### src/design/asp_consts.svh
// Constants of the asynchronous serial port: register indices, field
// positions, reset values and timing counts.
// Assumes an AXI4-Lite slave whose byte address is four times the index.
`ifndef ASP_CONSTS_SVH
`define ASP_CONSTS_SVH

// Register indices (byte address = 4 * index)
`define ASP_IDX_CTRL1 16'h000E
`define ASP_IDX_STATUS 16'h000E
`define ASP_IDX_TXBUF 16'h0F9C
`define ASP_IDX_CTRL2 16'h0010
`define ASP_IDX_RXBUF 16'h0F9D

// Reset values
`define ASP_CTRL1_RST 8'h00
`define ASP_CTRL2_RST 8'h00
`define ASP_TXBUF_RST 8'h00
`define ASP_RXBUF_RST 8'h00

// serial_ctrl1 fields
`define ASP_C1_TX_EN 7
`define ASP_C1_RX_EN 6
`define ASP_C1_STOP2 5
`define ASP_C1_EVEN 4
`define ASP_C1_PAR_ADD 3
`define ASP_C1_BAUD_HI 2
`define ASP_C1_BAUD_LO 0

// serial_ctrl2 fields
`define ASP_C2_RX_STOP2 2
`define ASP_C2_NF_HI 1
`define ASP_C2_NF_LO 0

// serial_status fields
`define ASP_ST_PARITY_ERR_FLAG 7
`define ASP_ST_FRAME_ERR_FLAG 6
`define ASP_ST_OVR 5
`define ASP_ST_FULL 4
`define ASP_ST_DONE 3
`define ASP_ST_EMPTY 2

// Baud divisors in source clock cycles, and the timer source code
`define ASP_DIV_000 9'd13
`define ASP_DIV_001 9'd26
`define ASP_DIV_010 9'd52
`define ASP_DIV_011 9'd104
`define ASP_DIV_100 9'd208
`define ASP_DIV_101 9'd416
`define ASP_DIV_111 9'd96
`define ASP_BAUD_TIMER 3'h6

// Noise rejection: shortest accepted pulse in source clock cycles
`define ASP_NF_CYC_01 7'd31
`define ASP_NF_CYC_10 7'd63
`define ASP_NF_CYC_11 7'd127

// Receive sample points within a bit, and frame length without options
`define ASP_SAMPLE_A 7
`define ASP_SAMPLE_B 8
`define ASP_SAMPLE_C 9
`define ASP_FRAME_BASE 4'hA

// AXI responses
`define ASP_RESP_OKAY 2'h0
`define ASP_RESP_SLVERR 2'h2

`endif

### src/design/asp_pkg.sv
// Types shared by the asynchronous serial port.
// Assumes the constants header is on the include path.
package asp_pkg;
  typedef enum logic {ASP_TX_IDLE, ASP_TX_BUSY} asp_tx_state_e;
  typedef enum logic {ASP_RX_IDLE, ASP_RX_BUSY} asp_rx_state_e;
endpackage : asp_pkg

### src/design/asp_serial_port.sv
// Asynchronous serial port: AXI4-Lite register slave, baud generator,
// receive noise filter, transmitter and majority-vote receiver.
// Assumes one clock (source clock = ref_clk) and synchronous inputs.
//
// Added by the designer: the AXI4-Lite slave port.
`timescale 1ns/1ps
`include "asp_consts.svh"

module asp_serial_port
  import asp_pkg::*;
#(
  parameter int RT_PER_BIT = 16
) (
  input wire logic ref_clk,
  input wire logic rst_n,
  input wire logic clk_en,
  input wire logic timer5_tick,
  input wire logic rx_pin,
  output logic tx_pin,
  output logic tx_irq,
  output logic rx_irq,
  input wire logic [17:0] s_axi_awaddr,
  input wire logic s_axi_awvalid,
  output logic s_axi_awready,
  input wire logic [31:0] s_axi_wdata,
  input wire logic [3:0] s_axi_wstrb,
  input wire logic s_axi_wvalid,
  output logic s_axi_wready,
  output logic [1:0] s_axi_bresp,
  output logic s_axi_bvalid,
  input wire logic s_axi_bready,
  input wire logic [17:0] s_axi_araddr,
  input wire logic s_axi_arvalid,
  output logic s_axi_arready,
  output logic [31:0] s_axi_rdata,
  output logic [1:0] s_axi_rresp,
  output logic s_axi_rvalid,
  input wire logic s_axi_rready
);

  localparam int RTW = $clog2(RT_PER_BIT);

  if (RT_PER_BIT < 10 || RT_PER_BIT > 256) begin : g_bad_rt
    $error("RT_PER_BIT must lie between 10 and 256");
  end

  function automatic logic [15:0] word_idx(input logic [17:0] a);
    return a[17:2];
  endfunction : word_idx

  function automatic logic [8:0] baud_div(input logic [2:0] sel);
    logic [8:0] d;
    d = `ASP_DIV_111;
    unique case (sel)
      3'h0: d = `ASP_DIV_000;
      3'h1: d = `ASP_DIV_001;
      3'h2: d = `ASP_DIV_010;
      3'h3: d = `ASP_DIV_011;
      3'h4: d = `ASP_DIV_100;
      3'h5: d = `ASP_DIV_101;
      default: d = `ASP_DIV_111;
    endcase
    return d;
  endfunction : baud_div

  // Register, flag and bus state
  logic [7:0] ctrl1_reg, ctrl1_next, ctrl2_reg, ctrl2_next;
  logic [7:0] tx_buf_reg, tx_buf_next, rx_buf_reg, rx_buf_next;
  logic tx_pend_reg, tx_pend_next, tx_empty_reg, tx_empty_next;
  logic tx_done_reg, tx_done_next, rx_full_reg, rx_full_next;
  logic ovr_reg, ovr_next, parity_err_flag_reg, parity_err_flag_next, frame_err_flag_reg, frame_err_flag_next;
  logic tx_arm_reg, tx_arm_next, rx_arm_reg, rx_arm_next;
  logic ovr_seen_reg, ovr_seen_next;
  logic aw_have_reg, aw_have_next, w_have_reg, w_have_next;
  logic [15:0] aw_idx_reg, aw_idx_next;
  logic [7:0] w_data_reg, w_data_next;
  logic w_lane_reg, w_lane_next;
  logic bvalid_reg, bvalid_next, rvalid_reg, rvalid_next;
  logic [1:0] bresp_reg, bresp_next, rresp_reg, rresp_next;
  logic [7:0] rdata_reg, rdata_next;

  // Line engine state
  logic [8:0] bdiv_reg, bdiv_next;
  logic rxf_reg, rxf_next;
  logic [6:0] nf_cnt_reg, nf_cnt_next;
  asp_tx_state_e tx_st_reg, tx_st_next;
  logic [11:0] tx_sh_reg, tx_sh_next;
  logic [3:0] tx_nb_reg, tx_nb_next;
  logic [RTW-1:0] tx_rt_reg, tx_rt_next;
  logic tx_pin_reg, tx_pin_next, tx_irq_reg, tx_irq_next;
  asp_rx_state_e rx_st_reg, rx_st_next;
  logic [11:0] rx_sh_reg, rx_sh_next;
  logic [3:0] rx_bit_reg, rx_bit_next;
  logic [RTW-1:0] rx_rt_reg, rx_rt_next;
  logic [1:0] rx_vote_reg, rx_vote_next;
  logic rx_irq_reg, rx_irq_next;

  // Events from the line engines to the flags
  logic rt_tick, tx_start, tx_fin, tx_drop, rx_load, rx_ovr;
  logic rx_parity_err_flag, rx_frame_err_flag;
  logic [7:0] rx_data;

  logic aw_fire, w_fire, ar_fire, wr_go;
  logic [15:0] wr_idx, rd_idx;
  logic [7:0] wr_data;

  assign s_axi_awready = !aw_have_reg && !bvalid_reg;
  assign s_axi_wready = !w_have_reg && !bvalid_reg;
  assign s_axi_arready = !rvalid_reg;
  assign s_axi_bvalid = bvalid_reg;
  assign s_axi_bresp = bresp_reg;
  assign s_axi_rvalid = rvalid_reg;
  assign s_axi_rresp = rresp_reg;
  assign s_axi_rdata = {24'h000000, rdata_reg};
  assign tx_pin = tx_pin_reg;
  assign tx_irq = tx_irq_reg;
  assign rx_irq = rx_irq_reg;

  assign aw_fire = s_axi_awvalid && s_axi_awready;
  assign w_fire = s_axi_wvalid && s_axi_wready;
  assign ar_fire = s_axi_arvalid && s_axi_arready;
  assign wr_go = (aw_have_reg || aw_fire) && (w_have_reg || w_fire);
  assign wr_idx = aw_have_reg ? aw_idx_reg : word_idx(s_axi_awaddr);
  assign wr_data = w_have_reg ? w_data_reg : s_axi_wdata[7:0];
  assign rd_idx = word_idx(s_axi_araddr);

  // Bus slave, registers and status flags
  always_comb begin
    logic lane;
    lane = w_have_reg ? w_lane_reg : s_axi_wstrb[0];
    ctrl1_next = ctrl1_reg;
    ctrl2_next = ctrl2_reg;
    tx_buf_next = tx_buf_reg;
    rx_buf_next = rx_buf_reg;
    tx_pend_next = tx_pend_reg;
    tx_empty_next = tx_empty_reg;
    tx_done_next = tx_done_reg;
    rx_full_next = rx_full_reg;
    ovr_next = ovr_reg;
    parity_err_flag_next = parity_err_flag_reg;
    frame_err_flag_next = frame_err_flag_reg;
    tx_arm_next = tx_arm_reg;
    rx_arm_next = rx_arm_reg;
    ovr_seen_next = ovr_seen_reg;
    aw_have_next = aw_have_reg || aw_fire;
    aw_idx_next = aw_fire ? word_idx(s_axi_awaddr) : aw_idx_reg;
    w_have_next = w_have_reg || w_fire;
    w_data_next = w_fire ? s_axi_wdata[7:0] : w_data_reg;
    w_lane_next = w_fire ? s_axi_wstrb[0] : w_lane_reg;
    bvalid_next = bvalid_reg && !s_axi_bready;
    bresp_next = bresp_reg;
    rvalid_next = rvalid_reg && !s_axi_rready;
    rresp_next = rresp_reg;
    rdata_next = rdata_reg;

    // Transmit engine moves the buffer out, or drops it while transmit is disabled
    if (tx_start) begin
      tx_pend_next = 1'b0;
      tx_empty_next = 1'b1;
      tx_done_next = 1'b0;
    end
    if (tx_drop) begin
      tx_pend_next = 1'b0;
      tx_empty_next = 1'b1;
    end

    if (wr_go) begin
      aw_have_next = 1'b0;
      w_have_next = 1'b0;
      bvalid_next = 1'b1;
      bresp_next = `ASP_RESP_OKAY;
      unique case (wr_idx)
        `ASP_IDX_CTRL1: if (lane) ctrl1_next = wr_data;
        `ASP_IDX_CTRL2: if (lane) ctrl2_next = wr_data;
        `ASP_IDX_TXBUF: begin
          // Without the arming status read the write is dropped
          if (lane && tx_arm_reg) begin
            tx_buf_next = wr_data;
            tx_pend_next = 1'b1;
            tx_empty_next = 1'b0;
            tx_arm_next = 1'b0;
          end
        end
        default: bresp_next = `ASP_RESP_SLVERR;
      endcase
    end

    if (ar_fire) begin
      rvalid_next = 1'b1;
      rresp_next = `ASP_RESP_OKAY;
      rdata_next = 8'h00;
      unique case (rd_idx)
        `ASP_IDX_STATUS: begin
          rdata_next = {parity_err_flag_reg, frame_err_flag_reg, ovr_reg, rx_full_reg,
                        tx_done_reg, tx_empty_reg, 2'b00};
          tx_arm_next = 1'b1;
          rx_arm_next = 1'b1;
          ovr_seen_next = ovr_reg;
        end
        `ASP_IDX_RXBUF: begin
          rdata_next = rx_buf_reg;
          if (rx_arm_reg) begin
            parity_err_flag_next = 1'b0;
            frame_err_flag_next = 1'b0;
            rx_full_next = 1'b0;
            if (ovr_seen_reg) begin
              ovr_next = 1'b0;
            end
            rx_arm_next = 1'b0;
          end
        end
        `ASP_IDX_CTRL2, `ASP_IDX_TXBUF: rdata_next = 8'h00;
        default: rresp_next = `ASP_RESP_SLVERR;
      endcase
    end

    // Hardware sets win over software clears in the same cycle
    if (tx_fin && !tx_pend_next) begin
      tx_done_next = 1'b1;
    end
    if (rx_load) begin
      rx_buf_next = rx_data;
      rx_full_next = 1'b1;
      if (rx_parity_err_flag) begin
        parity_err_flag_next = 1'b1;
      end
      if (rx_frame_err_flag) begin
        frame_err_flag_next = 1'b1;
      end
    end
    if (rx_ovr) begin
      ovr_next = 1'b1;
    end
  end

  always_ff @(posedge ref_clk or negedge rst_n) begin
    if (!rst_n) begin
      ctrl1_reg <= `ASP_CTRL1_RST;
      ctrl2_reg <= `ASP_CTRL2_RST;
      tx_buf_reg <= `ASP_TXBUF_RST;
      rx_buf_reg <= `ASP_RXBUF_RST;
      tx_pend_reg <= 1'b0;
      tx_empty_reg <= 1'b1;
      tx_done_reg <= 1'b1;
      rx_full_reg <= 1'b0;
      ovr_reg <= 1'b0;
      parity_err_flag_reg <= 1'b0;
      frame_err_flag_reg <= 1'b0;
      tx_arm_reg <= 1'b0;
      rx_arm_reg <= 1'b0;
      ovr_seen_reg <= 1'b0;
      aw_have_reg <= 1'b0;
      aw_idx_reg <= 16'h0000;
      w_have_reg <= 1'b0;
      w_data_reg <= 8'h00;
      w_lane_reg <= 1'b0;
      bvalid_reg <= 1'b0;
      bresp_reg <= `ASP_RESP_OKAY;
      rvalid_reg <= 1'b0;
      rresp_reg <= `ASP_RESP_OKAY;
      rdata_reg <= 8'h00;
    end else if (clk_en) begin
      ctrl1_reg <= ctrl1_next;
      ctrl2_reg <= ctrl2_next;
      tx_buf_reg <= tx_buf_next;
      rx_buf_reg <= rx_buf_next;
      tx_pend_reg <= tx_pend_next;
      tx_empty_reg <= tx_empty_next;
      tx_done_reg <= tx_done_next;
      rx_full_reg <= rx_full_next;
      ovr_reg <= ovr_next;
      parity_err_flag_reg <= parity_err_flag_next;
      frame_err_flag_reg <= frame_err_flag_next;
      tx_arm_reg <= tx_arm_next;
      rx_arm_reg <= rx_arm_next;
      ovr_seen_reg <= ovr_seen_next;
      aw_have_reg <= aw_have_next;
      aw_idx_reg <= aw_idx_next;
      w_have_reg <= w_have_next;
      w_data_reg <= w_data_next;
      w_lane_reg <= w_lane_next;
      bvalid_reg <= bvalid_next;
      bresp_reg <= bresp_next;
      rvalid_reg <= rvalid_next;
      rresp_reg <= rresp_next;
      rdata_reg <= rdata_next;
    end
  end

  // Baud tick and receive noise filter
  always_comb begin
    logic [8:0] div;
    logic [6:0] thr;
    div = baud_div(ctrl1_reg[`ASP_C1_BAUD_HI:`ASP_C1_BAUD_LO]);
    thr = `ASP_NF_CYC_01;
    // One tick source feeds both directions
    if (ctrl1_reg[`ASP_C1_BAUD_HI:`ASP_C1_BAUD_LO] == `ASP_BAUD_TIMER) begin
      rt_tick = timer5_tick;
      bdiv_next = 9'h000;
    end else begin
      rt_tick = (bdiv_reg >= div - 9'h001);
      bdiv_next = rt_tick ? 9'h000 : bdiv_reg + 9'h001;
    end
    unique case (ctrl2_reg[`ASP_C2_NF_HI:`ASP_C2_NF_LO])
      2'h1: thr = `ASP_NF_CYC_01;
      2'h2: thr = `ASP_NF_CYC_10;
      2'h3: thr = `ASP_NF_CYC_11;
      default: thr = `ASP_NF_CYC_01;
    endcase
    rxf_next = rxf_reg;
    nf_cnt_next = 7'h00;
    if (ctrl2_reg[`ASP_C2_NF_HI:`ASP_C2_NF_LO] == 2'h0) begin
      rxf_next = rx_pin;
    end else if (rx_pin != rxf_reg) begin
      // A level must hold thr cycles to pass; longer pulses always do
      if (nf_cnt_reg + 7'h01 >= thr) begin
        rxf_next = rx_pin;
      end else begin
        nf_cnt_next = nf_cnt_reg + 7'h01;
      end
    end
  end

  always_ff @(posedge ref_clk or negedge rst_n) begin
    if (!rst_n) begin
      bdiv_reg <= 9'h000;
      rxf_reg <= 1'b1;
      nf_cnt_reg <= 7'h00;
    end else if (clk_en) begin
      bdiv_reg <= bdiv_next;
      rxf_reg <= rxf_next;
      nf_cnt_reg <= nf_cnt_next;
    end
  end

  // Transmitter
  always_comb begin
    logic [11:0] fr;
    fr = 12'hFFF;
    tx_st_next = tx_st_reg;
    tx_sh_next = tx_sh_reg;
    tx_nb_next = tx_nb_reg;
    tx_rt_next = tx_rt_reg;
    tx_start = 1'b0;
    tx_fin = 1'b0;
    tx_drop = 1'b0;
    unique case (tx_st_reg)
      ASP_TX_IDLE: begin
        if (tx_pend_reg && ctrl1_reg[`ASP_C1_TX_EN]) begin
          fr[0] = 1'b0;
          fr[8:1] = tx_buf_reg;
          if (ctrl1_reg[`ASP_C1_PAR_ADD]) begin
            fr[9] = ctrl1_reg[`ASP_C1_EVEN] ? ^tx_buf_reg : ~^tx_buf_reg;
          end
          tx_sh_next = fr;
          tx_nb_next = `ASP_FRAME_BASE
                     + {3'b000, ctrl1_reg[`ASP_C1_PAR_ADD]}
                     + {3'b000, ctrl1_reg[`ASP_C1_STOP2]};
          tx_rt_next = '0;
          tx_start = 1'b1;
          tx_st_next = ASP_TX_BUSY;
        end else if (tx_pend_reg) begin
          tx_drop = 1'b1;
        end
      end
      ASP_TX_BUSY: begin
        // Enable is only looked at between frames
        if (rt_tick) begin
          if (tx_rt_reg == RTW'(RT_PER_BIT - 1)) begin
            tx_rt_next = '0;
            tx_sh_next = {1'b1, tx_sh_reg[11:1]};
            tx_nb_next = tx_nb_reg - 4'h1;
            if (tx_nb_reg == 4'h1) begin
              tx_fin = 1'b1;
              tx_st_next = ASP_TX_IDLE;
            end
          end else begin
            tx_rt_next = tx_rt_reg + RTW'(1);
          end
        end
      end
    endcase
    tx_pin_next = (tx_st_next == ASP_TX_BUSY) ? tx_sh_next[0] : 1'b1;
    tx_irq_next = tx_start;
  end

  always_ff @(posedge ref_clk or negedge rst_n) begin
    if (!rst_n) begin
      tx_st_reg <= ASP_TX_IDLE;
      tx_sh_reg <= 12'hFFF;
      tx_nb_reg <= 4'h0;
      tx_rt_reg <= '0;
      tx_pin_reg <= 1'b1;
      tx_irq_reg <= 1'b0;
    end else if (clk_en) begin
      tx_st_reg <= tx_st_next;
      tx_sh_reg <= tx_sh_next;
      tx_nb_reg <= tx_nb_next;
      tx_rt_reg <= tx_rt_next;
      tx_pin_reg <= tx_pin_next;
      tx_irq_reg <= tx_irq_next;
    end
  end

  // Receiver
  always_comb begin
    logic [1:0] votes;
    logic bitv, pe;
    logic [3:0] nb;
    logic [11:0] fr;
    pe = ctrl1_reg[`ASP_C1_PAR_ADD];
    nb = `ASP_FRAME_BASE + {3'b000, pe}
       + {3'b000, ctrl2_reg[`ASP_C2_RX_STOP2]};
    votes = rx_vote_reg + {1'b0, rxf_reg};
    bitv = votes[1];
    fr = rx_sh_reg;
    fr[rx_bit_reg] = bitv;
    rx_st_next = rx_st_reg;
    rx_sh_next = rx_sh_reg;
    rx_bit_next = rx_bit_reg;
    rx_rt_next = rx_rt_reg;
    rx_vote_next = rx_vote_reg;
    rx_load = 1'b0;
    rx_ovr = 1'b0;
    rx_data = fr[8:1];
    rx_parity_err_flag = pe && (fr[9] != (ctrl1_reg[`ASP_C1_EVEN] ? ^fr[8:1]
                                                      : ~^fr[8:1]));
    rx_frame_err_flag = !fr[4'h9 + {3'b000, pe}]
            || (ctrl2_reg[`ASP_C2_RX_STOP2]
                && !fr[4'hA + {3'b000, pe}]);
    unique case (rx_st_reg)
      ASP_RX_IDLE: begin
        // Disable and overrun only gate the start of a new frame
        if (rt_tick && !rxf_reg && ctrl1_reg[`ASP_C1_RX_EN]
            && !ovr_reg) begin
          rx_st_next = ASP_RX_BUSY;
          rx_rt_next = RTW'(1);
          rx_bit_next = 4'h0;
          rx_vote_next = 2'h0;
          rx_sh_next = 12'h000;
        end
      end
      ASP_RX_BUSY: begin
        if (rt_tick) begin
          rx_rt_next = (rx_rt_reg == RTW'(RT_PER_BIT - 1))
                     ? '0 : rx_rt_reg + RTW'(1);
          if (rx_rt_reg == RTW'(`ASP_SAMPLE_A)
              || rx_rt_reg == RTW'(`ASP_SAMPLE_B)) begin
            rx_vote_next = votes;
          end else if (rx_rt_reg == RTW'(`ASP_SAMPLE_C)) begin
            rx_vote_next = 2'h0;
            rx_sh_next = fr;
            rx_bit_next = rx_bit_reg + 4'h1;
            if (rx_bit_reg == 4'h0 && bitv) begin
              rx_st_next = ASP_RX_IDLE; // False start rejected
            end else if (rx_bit_reg == nb - 4'h1) begin
              rx_st_next = ASP_RX_IDLE;
              if (rx_full_reg) begin
                rx_ovr = 1'b1;
              end else begin
                rx_load = 1'b1;
              end
            end
          end
        end
      end
    endcase
    rx_irq_next = rx_load;
  end

  always_ff @(posedge ref_clk or negedge rst_n) begin
    if (!rst_n) begin
      rx_st_reg <= ASP_RX_IDLE;
      rx_sh_reg <= 12'h000;
      rx_bit_reg <= 4'h0;
      rx_rt_reg <= '0;
      rx_vote_reg <= 2'h0;
      rx_irq_reg <= 1'b0;
    end else if (clk_en) begin
      rx_st_reg <= rx_st_next;
      rx_sh_reg <= rx_sh_next;
      rx_bit_reg <= rx_bit_next;
      rx_rt_reg <= rx_rt_next;
      rx_vote_reg <= rx_vote_next;
      rx_irq_reg <= rx_irq_next;
    end
  end

endmodule : asp_serial_port

### config.mk
export PLATFORM = sky130hd
export DESIGN_NAME = asp_serial_port
export DESIGN_NICKNAME = d
export VERILOG_FILES = /design/src/design/asp_pkg.sv /design/src/design/asp_serial_port.sv
export VERILOG_INCLUDE_DIRS = /design/src /design/src/design
export SDC_FILE = /design/constraint.sdc
export NUM_CORES = 1
export LEC_CHECK = 0
export BUFFER_PORTS_ARGS = -buffer_cell sky130_fd_sc_hd__buf_2
export CAP_MARGIN = 30
export CORE_MARGIN = 3
export CORE_UTILIZATION = 34
export CTS_CLUSTER_SIZE = 8
export DETAILED_ROUTE_END_ITERATION = 10
export GPL_TIMING_DRIVEN = 0
export PLACE_DENSITY = 0.6
export SLEW_MARGIN = 20
export SYNTH_ARGS = -nofsm -noshare
export SYNTH_HDL_FRONTEND = slang
export SYNTH_SLANG_ARGS = --single-unit
### constraint.sdc
create_clock -name ref_clk -period 7.9 [get_ports ref_clk]
set_input_delay 0.79 -clock ref_clk [delete_from_list [all_inputs] [get_ports ref_clk]]
set_output_delay 0.79 -clock ref_clk [all_outputs]
set_load 0.01 [all_outputs]
======== After elaboration in Yosys (flattened, before gate mapping) ========
Index checks and enable logic that the tools add are counted.
word-level totals
  word-level logic and storage cells ...... 299
  flip-flop bits (word level) ............. 142
cells by class
  magnitude comparators ................... 6
  multiplexer cells ....................... 134
  reductions and logical operators ........ 72
  eq/ne operators ......................... 32
  bitwise gates (word level) .............. 2
  add/sub/neg operators ................... 13
operator list
  operator                                                              number
  1-bit 2-to-1 mux                                                      84
  12-bit 2-to-1 mux                                                     7
  9-bit one-hot mux with 6 select lines                                 1
  4-bit 2-to-1 mux                                                      13
  16-bit by 12-bit == test with 1-bit output, second input constant     3
  12-bit one-hot mux with 2 select lines                                2
  16-bit by 4-bit == test with 1-bit output, second input constant      2
  16-bit by 5-bit == test with 1-bit output, second input constant      2
  4-bit one-hot mux with 2 select lines                                 4
  4-bit AND reduction                                                   6
  2-bit nonzero test                                                    11
  7-bit 2-to-1 mux                                                      3
  1-bit logical AND                                                     18
  9-bit 2-to-1 mux                                                      2
  4-bit == test, second input constant                                  4
  16-bit 2-to-1 mux                                                     1
  8-bit one-hot mux with 2 select lines                                 1
  8-bit XNOR reduction                                                  2
  8-bit XOR reduction                                                   2
  4-bit by 5-bit < comparator with 1-bit output, second input constant  3
  3-bit AND reduction                                                   5
  7-bit one-hot mux with 2 select lines                                 1
  4-bit by 1-bit adder with 4-bit output, second input constant         3
  12-bit bitwise mux                                                    1
  37 further kinds                                                      78

======== Longest topological paths before layout ========
  depth in word-level cells ............... 12
  gate-level depth with buffers ........... 18
  gate-level depth less buffers ........... 14

======== Least setup slack after synthesis ========
Ideal clock, no wire load.
  kind .................................... reg2reg
  from .................................... reg ctrl1_reg[2]
  to ...................................... reg rx_buf_reg[2]
  period minus slack after synthesis ...... 3.508 ns
  buffers on the path ..................... 2
  arrival ................................. 3.383 ns
  stages on the path, launching flop included .. 14
  library setup time ...................... 0.125 ns
  slack ................................... 4.392 ns
  path through ............................ dfrtp_1 clkbuf_1 or3_1 ha_1 nor2_1 nand3_1 o21a_1 ha_1 nand4_1 o311ai_4 nand3_2 or3_1 buf_2 mux2_2
between the ends
  cells in the longest elaborated chain, start to end .. 8
  elaborated cells on any way between the ends .. 14
RTL lines
  item                                         line                    source
  start: declaration                           asp_serial_port.sv:67   logic [7:0] ctrl1_reg, ctrl1_next, ctrl2_reg, ctrl2_next;
  start signal: assignment                     asp_serial_port.sv:238  ctrl1_reg <= `ASP_CTRL1_RST;
  start signal: assignment                     asp_serial_port.sv:263  ctrl1_reg <= ctrl1_next;
  3-bit == test (tied with other cells)        asp_serial_port.sv:54   unique case (sel)
  9-bit one-hot mux with 6 select lines        asp_serial_port.sv:54
  9-bit by 1-bit subtractor with 9-bit output  asp_serial_port.sv:301  rt_tick = (bdiv_reg >= div - 9'h001);
  9-bit greater-or-equal comparator            asp_serial_port.sv:301
  1-bit 2-to-1 mux (*)                         asp_serial_port.sv:297  if (ctrl1_reg[`ASP_C1_BAUD_HI:`ASP_C1_BAUD_LO] == `ASP_BAUD_TIMER) begin
  1-bit 2-to-1 mux (*)                         asp_serial_port.sv:444  if (rt_tick) begin
  1-bit 2-to-1 mux (*)                         asp_serial_port.sv:431  unique case (rx_st_reg)
  2-bit AND reduction (no source line) (*)     --
  end signal: assignment                       asp_serial_port.sv:241  rx_buf_reg <= `ASP_RXBUF_RST;
  end signal: assignment                       asp_serial_port.sv:266  rx_buf_reg <= rx_buf_next;
  end: declaration                             asp_serial_port.sv:68   logic [7:0] tx_buf_reg, tx_buf_next, rx_buf_reg, rx_buf_next;
Mark *: on every way between the ends. The rest lies on a longest branch, timed or not.
A chain may end at the register's enable or synchronous reset.

======== Worst setup path after layout ========
  from .................................... reg ctrl1_reg[0]
  to ...................................... reg rx_buf_reg[2]
The elaborated chain is that of the path after synthesis.

==> flow_metrics.py <==
metrics = {
    "synthesis": {
        "ys_seq_area_share_pct": 45.4,
        "ys.flop_type": "dfrtp_1",
        "synthCells": 760,
        "yosys_warnings": 0,
        "syn_area_per_cell_um2": 10.1,
        "yosys.area.top_type": "dfrtp_1",
        "async_reset_ff_share_pct": 100,
        "ys_types": 73,
        "synthTopCellsByArea": "dfrtp_1, mux2_2, dfstp_2, ha_1, nand2_1",
        "syn_area_um2": 7710,
        "synth_edf_count": 0,
        "ys_ff_latch": 139,
        "synth_top_area_share_pct": 39.9,
    },
    "placed_design": {
        "dpl_cell_area_um2": 8530,
        "place_congestion": 0.803,
        "io_buffer_count": 68,
        "dp_slack_ns": 3.93,
        "hpwl_um": 12800,
    },
    "clocking": {
        "cts_sinks": 139,
        "cts_buffers": 17,
        "clk_latency_ns": 0.42,
        "root_buffer": "clkbuf_16",
        "cts-resized-gates": 0,
        "cts_setup_buffers": 0,
        "cts_hold_buffers": 0,
        "clock_path_buffers": 2,
        "htreeDepth": 4,
        "cts_tree": "built",
        "clk_pin_slew_ns": 0.06,
    },
    "critical_path": {
        "worst_path_max_delay_cell": "or3_1",
        "cp_cell_sequence": "clkbuf_1 -> inv_1 -> or3_1 -> ha_1 -> nor2_1 -> nand3_1 -> o21a_1 -> ha_1 -> nand4_1 -> o311ai_4 -> nand3_2 -> or3_1 -> buf_2 -> mux2_2",
        "path_delay_family": "simple AND/OR/NAND/NOR gates",
        "path_buf_inv": 3,
        "cpPeakStageDelay_ns": 0.45,
        "end_kind": "register",
        "cp-start-kind": "register",
        "worstPathRequired_ns": 8.20,
        "critPathMaxFanout": 10,
        "critPathArrivalTime_ns": 4.29,
        "worstSetupPathType": "reg -> reg",
    },
    "finish": {
        "nNetsFinal": 984,
        "area_growth_pct": 18.9,
        "diodes": 0,
        "drive_above_1_share_pct": 26.1,
        "largest_reg_flops": 16,
        "post-route-util_pct": 41.6,
        "fillers": 2144,
        "final_cell_area_um2": 9160,
    },
    "global_routing": {
        "grt_pass1_vias": 5560,
        "grt_pass1_wl_um": 28800,
        "grt-ovfl-total": 0,
        "antenna_found_initial": 0,
        "grt_usage_pct": 14.7,
        "grt_max_degree": 82,
    },
    "die": {
        "dieArea_um2": 24500,
        "start_util_pct": 35.0,
        "io_pins": 126,
        "die_w_um": 157,
        "coreArea_um2": 22000,
        "die_h_um": 157,
        "rows": 54,
    },
    "job": {
        "maxCapViolations": 0,
    },
    "power": {
        "comb_power_share_pct": 21.2,
        "p_sw_mw": 0.662,
        "p_per_area_nw_per_um2": 243,
        "cellInternalPower_mw": 1.57,
        "power_frac_seq_pct": 40.6,
        "p_total_mw": 2.23,
        "clkPwrFrac_pct": 38.2,
        "p_sw_share_pct": 29.7,
        "ir_worst_vdd_mv": 0.127,
        "leakagePower_nw": 4.23,
    },
    "sta": {
        "hold_viol_final": 0,
        "fin_setup_tns_ns": 0,
        "fmax_mhz": 250,
        "fin_crit_ns": 3.99,
        "slew_headroom_pct": 30.2,
        "tightest_slew_ns": 1.04,
        "rsz0062_at_grt": "false",
        "drv_slew": 0,
        "finClkSkew_ns": 0.0147,
        "post-route-period-util_pct": 50.5,
        "fin_ws_ns": 3.91,
        "finalSetupViolations": 0,
    },
    "detailed_routing": {
        "vias_per_cell": 4.99,
        "num_vias": 5824,
        "first_pass_iters": 4,
        "drtIter0Drc": 306,
        "ant_nets": 0,
        "route.detailed.drc": 0,
        "wirelength_um": 17800,
        "wl_per_cell_um": 15.2,
    },
    "worst_hold_path": {
        "min_path_type": "in -> async",
    },
    "outcome": {
        "status": "finished clean",
    },
}
-- final timing paths --
kind	from	end	slack (ns)	cells past startpoint
worst min-delay path	rst_n	rx_buf_reg[0]	0.30	1
worst min register to register	tx_sh_reg[4]	tx_sh_reg[4]	0.48	2
max in group asynchronous	rst_n	tx_sh_reg[6]	6.83	2
worst max-delay path	ctrl1_reg[0]	rx_buf_reg[2]	3.91	14
min in group ref_clk	tx_sh_reg[4]	tx_sh_reg[4]	0.48	2
worst max register to register	ctrl1_reg[0]	rx_buf_reg[2]	3.91	14
-- logic make-up after synthesis --
kind of cell | synth area share, %
other | 0.0487
buffers and inverters | 5.75
adders and majority gates | 4.71
xor gates and xnor gates | 3.80
and+or+nand+nor | 15.3
AOI/OAI and AO/OA | 14.5
DFF | 45.4
muxes | 10.5
-- synthesized netlist by cell type (all sizes together), types with 7 or more instances --
cell      n
ha       29
a22oi    11
a21oi    26
clkbuf   20
xor2     11
mux2     63
o21ai    56
a21o     10
or3       8
nand3    17
and3     11
inv      31
nor2b     8
dfstp    16
xnor2    19
a31oi    15
dfrtp   123
nor2     40
nand2b   13
buf      35
nand4     8
nand2    97
mux2i     7
nor3      9
-- per-stage QoR --
step           hold slack, ns  instances
2_1_floorplan           0.443        785
3_3_place_gp            0.460       1133
3_5_place_dp            0.468       1134
4_1_cts                 0.318       1166
5_1_grt                 0.337       1166
6_report                0.303       1166
-- cell type report --
type	instances	area [µm²]	area share (%)
clock buffer	19	453	4.94
multi-input combinational	560	3860	42.1
buffer	55	327	3.56
sequential	139	3500	38.2
inverter	31	116	1.27
tap	280	350	3.82
clock inverter	13	179	1.95
timing repair buffer	69	378	4.12
-- layer usage --
metal / global-route usage [%] / part of all wire, % / up-vias
li1: - / - / 2884
met1: 20.8 / 49 / 2789
met2: 22.7 / 45 / 131
met3: 2.85 / 4.3 / 20
met4: 5.09 / 1.6 / 0
met5: 0 / 0 / -
-- layout by cell type, fill, tap and decap left out, types with 13 or more instances in the layout --
cell       instances
nand2b_1          13
nand2_1           96
clkbuf_16         17
clkbuf_1          20
mux2_2            55
dfrtp_1          123
conb_1            26
a31oi_1           14
nor2_1            39
nand3_1           16
buf_2             73
ha_1              29
inv_1             29
a21oi_1           26
xnor2_1           18
dfstp_2           16
buf_4             26
o21ai_0           56
-- power groups by stage --
stage | clock network [mW] | logic, mW | registers [mW]
final | 0.852 | 0.472 | 0.905
after global routing | 0.902 | 0.529 | 0.921
after CTS | 0.872 | 0.475 | 0.904
after detailed placement | 0 | 0.473 | 0.916
after global placement | 0 | 0.460 | 0.913
after floorplan | 0 | 0.341 | 0.900
Note: power is estimated with default switching activity, not from simulation.
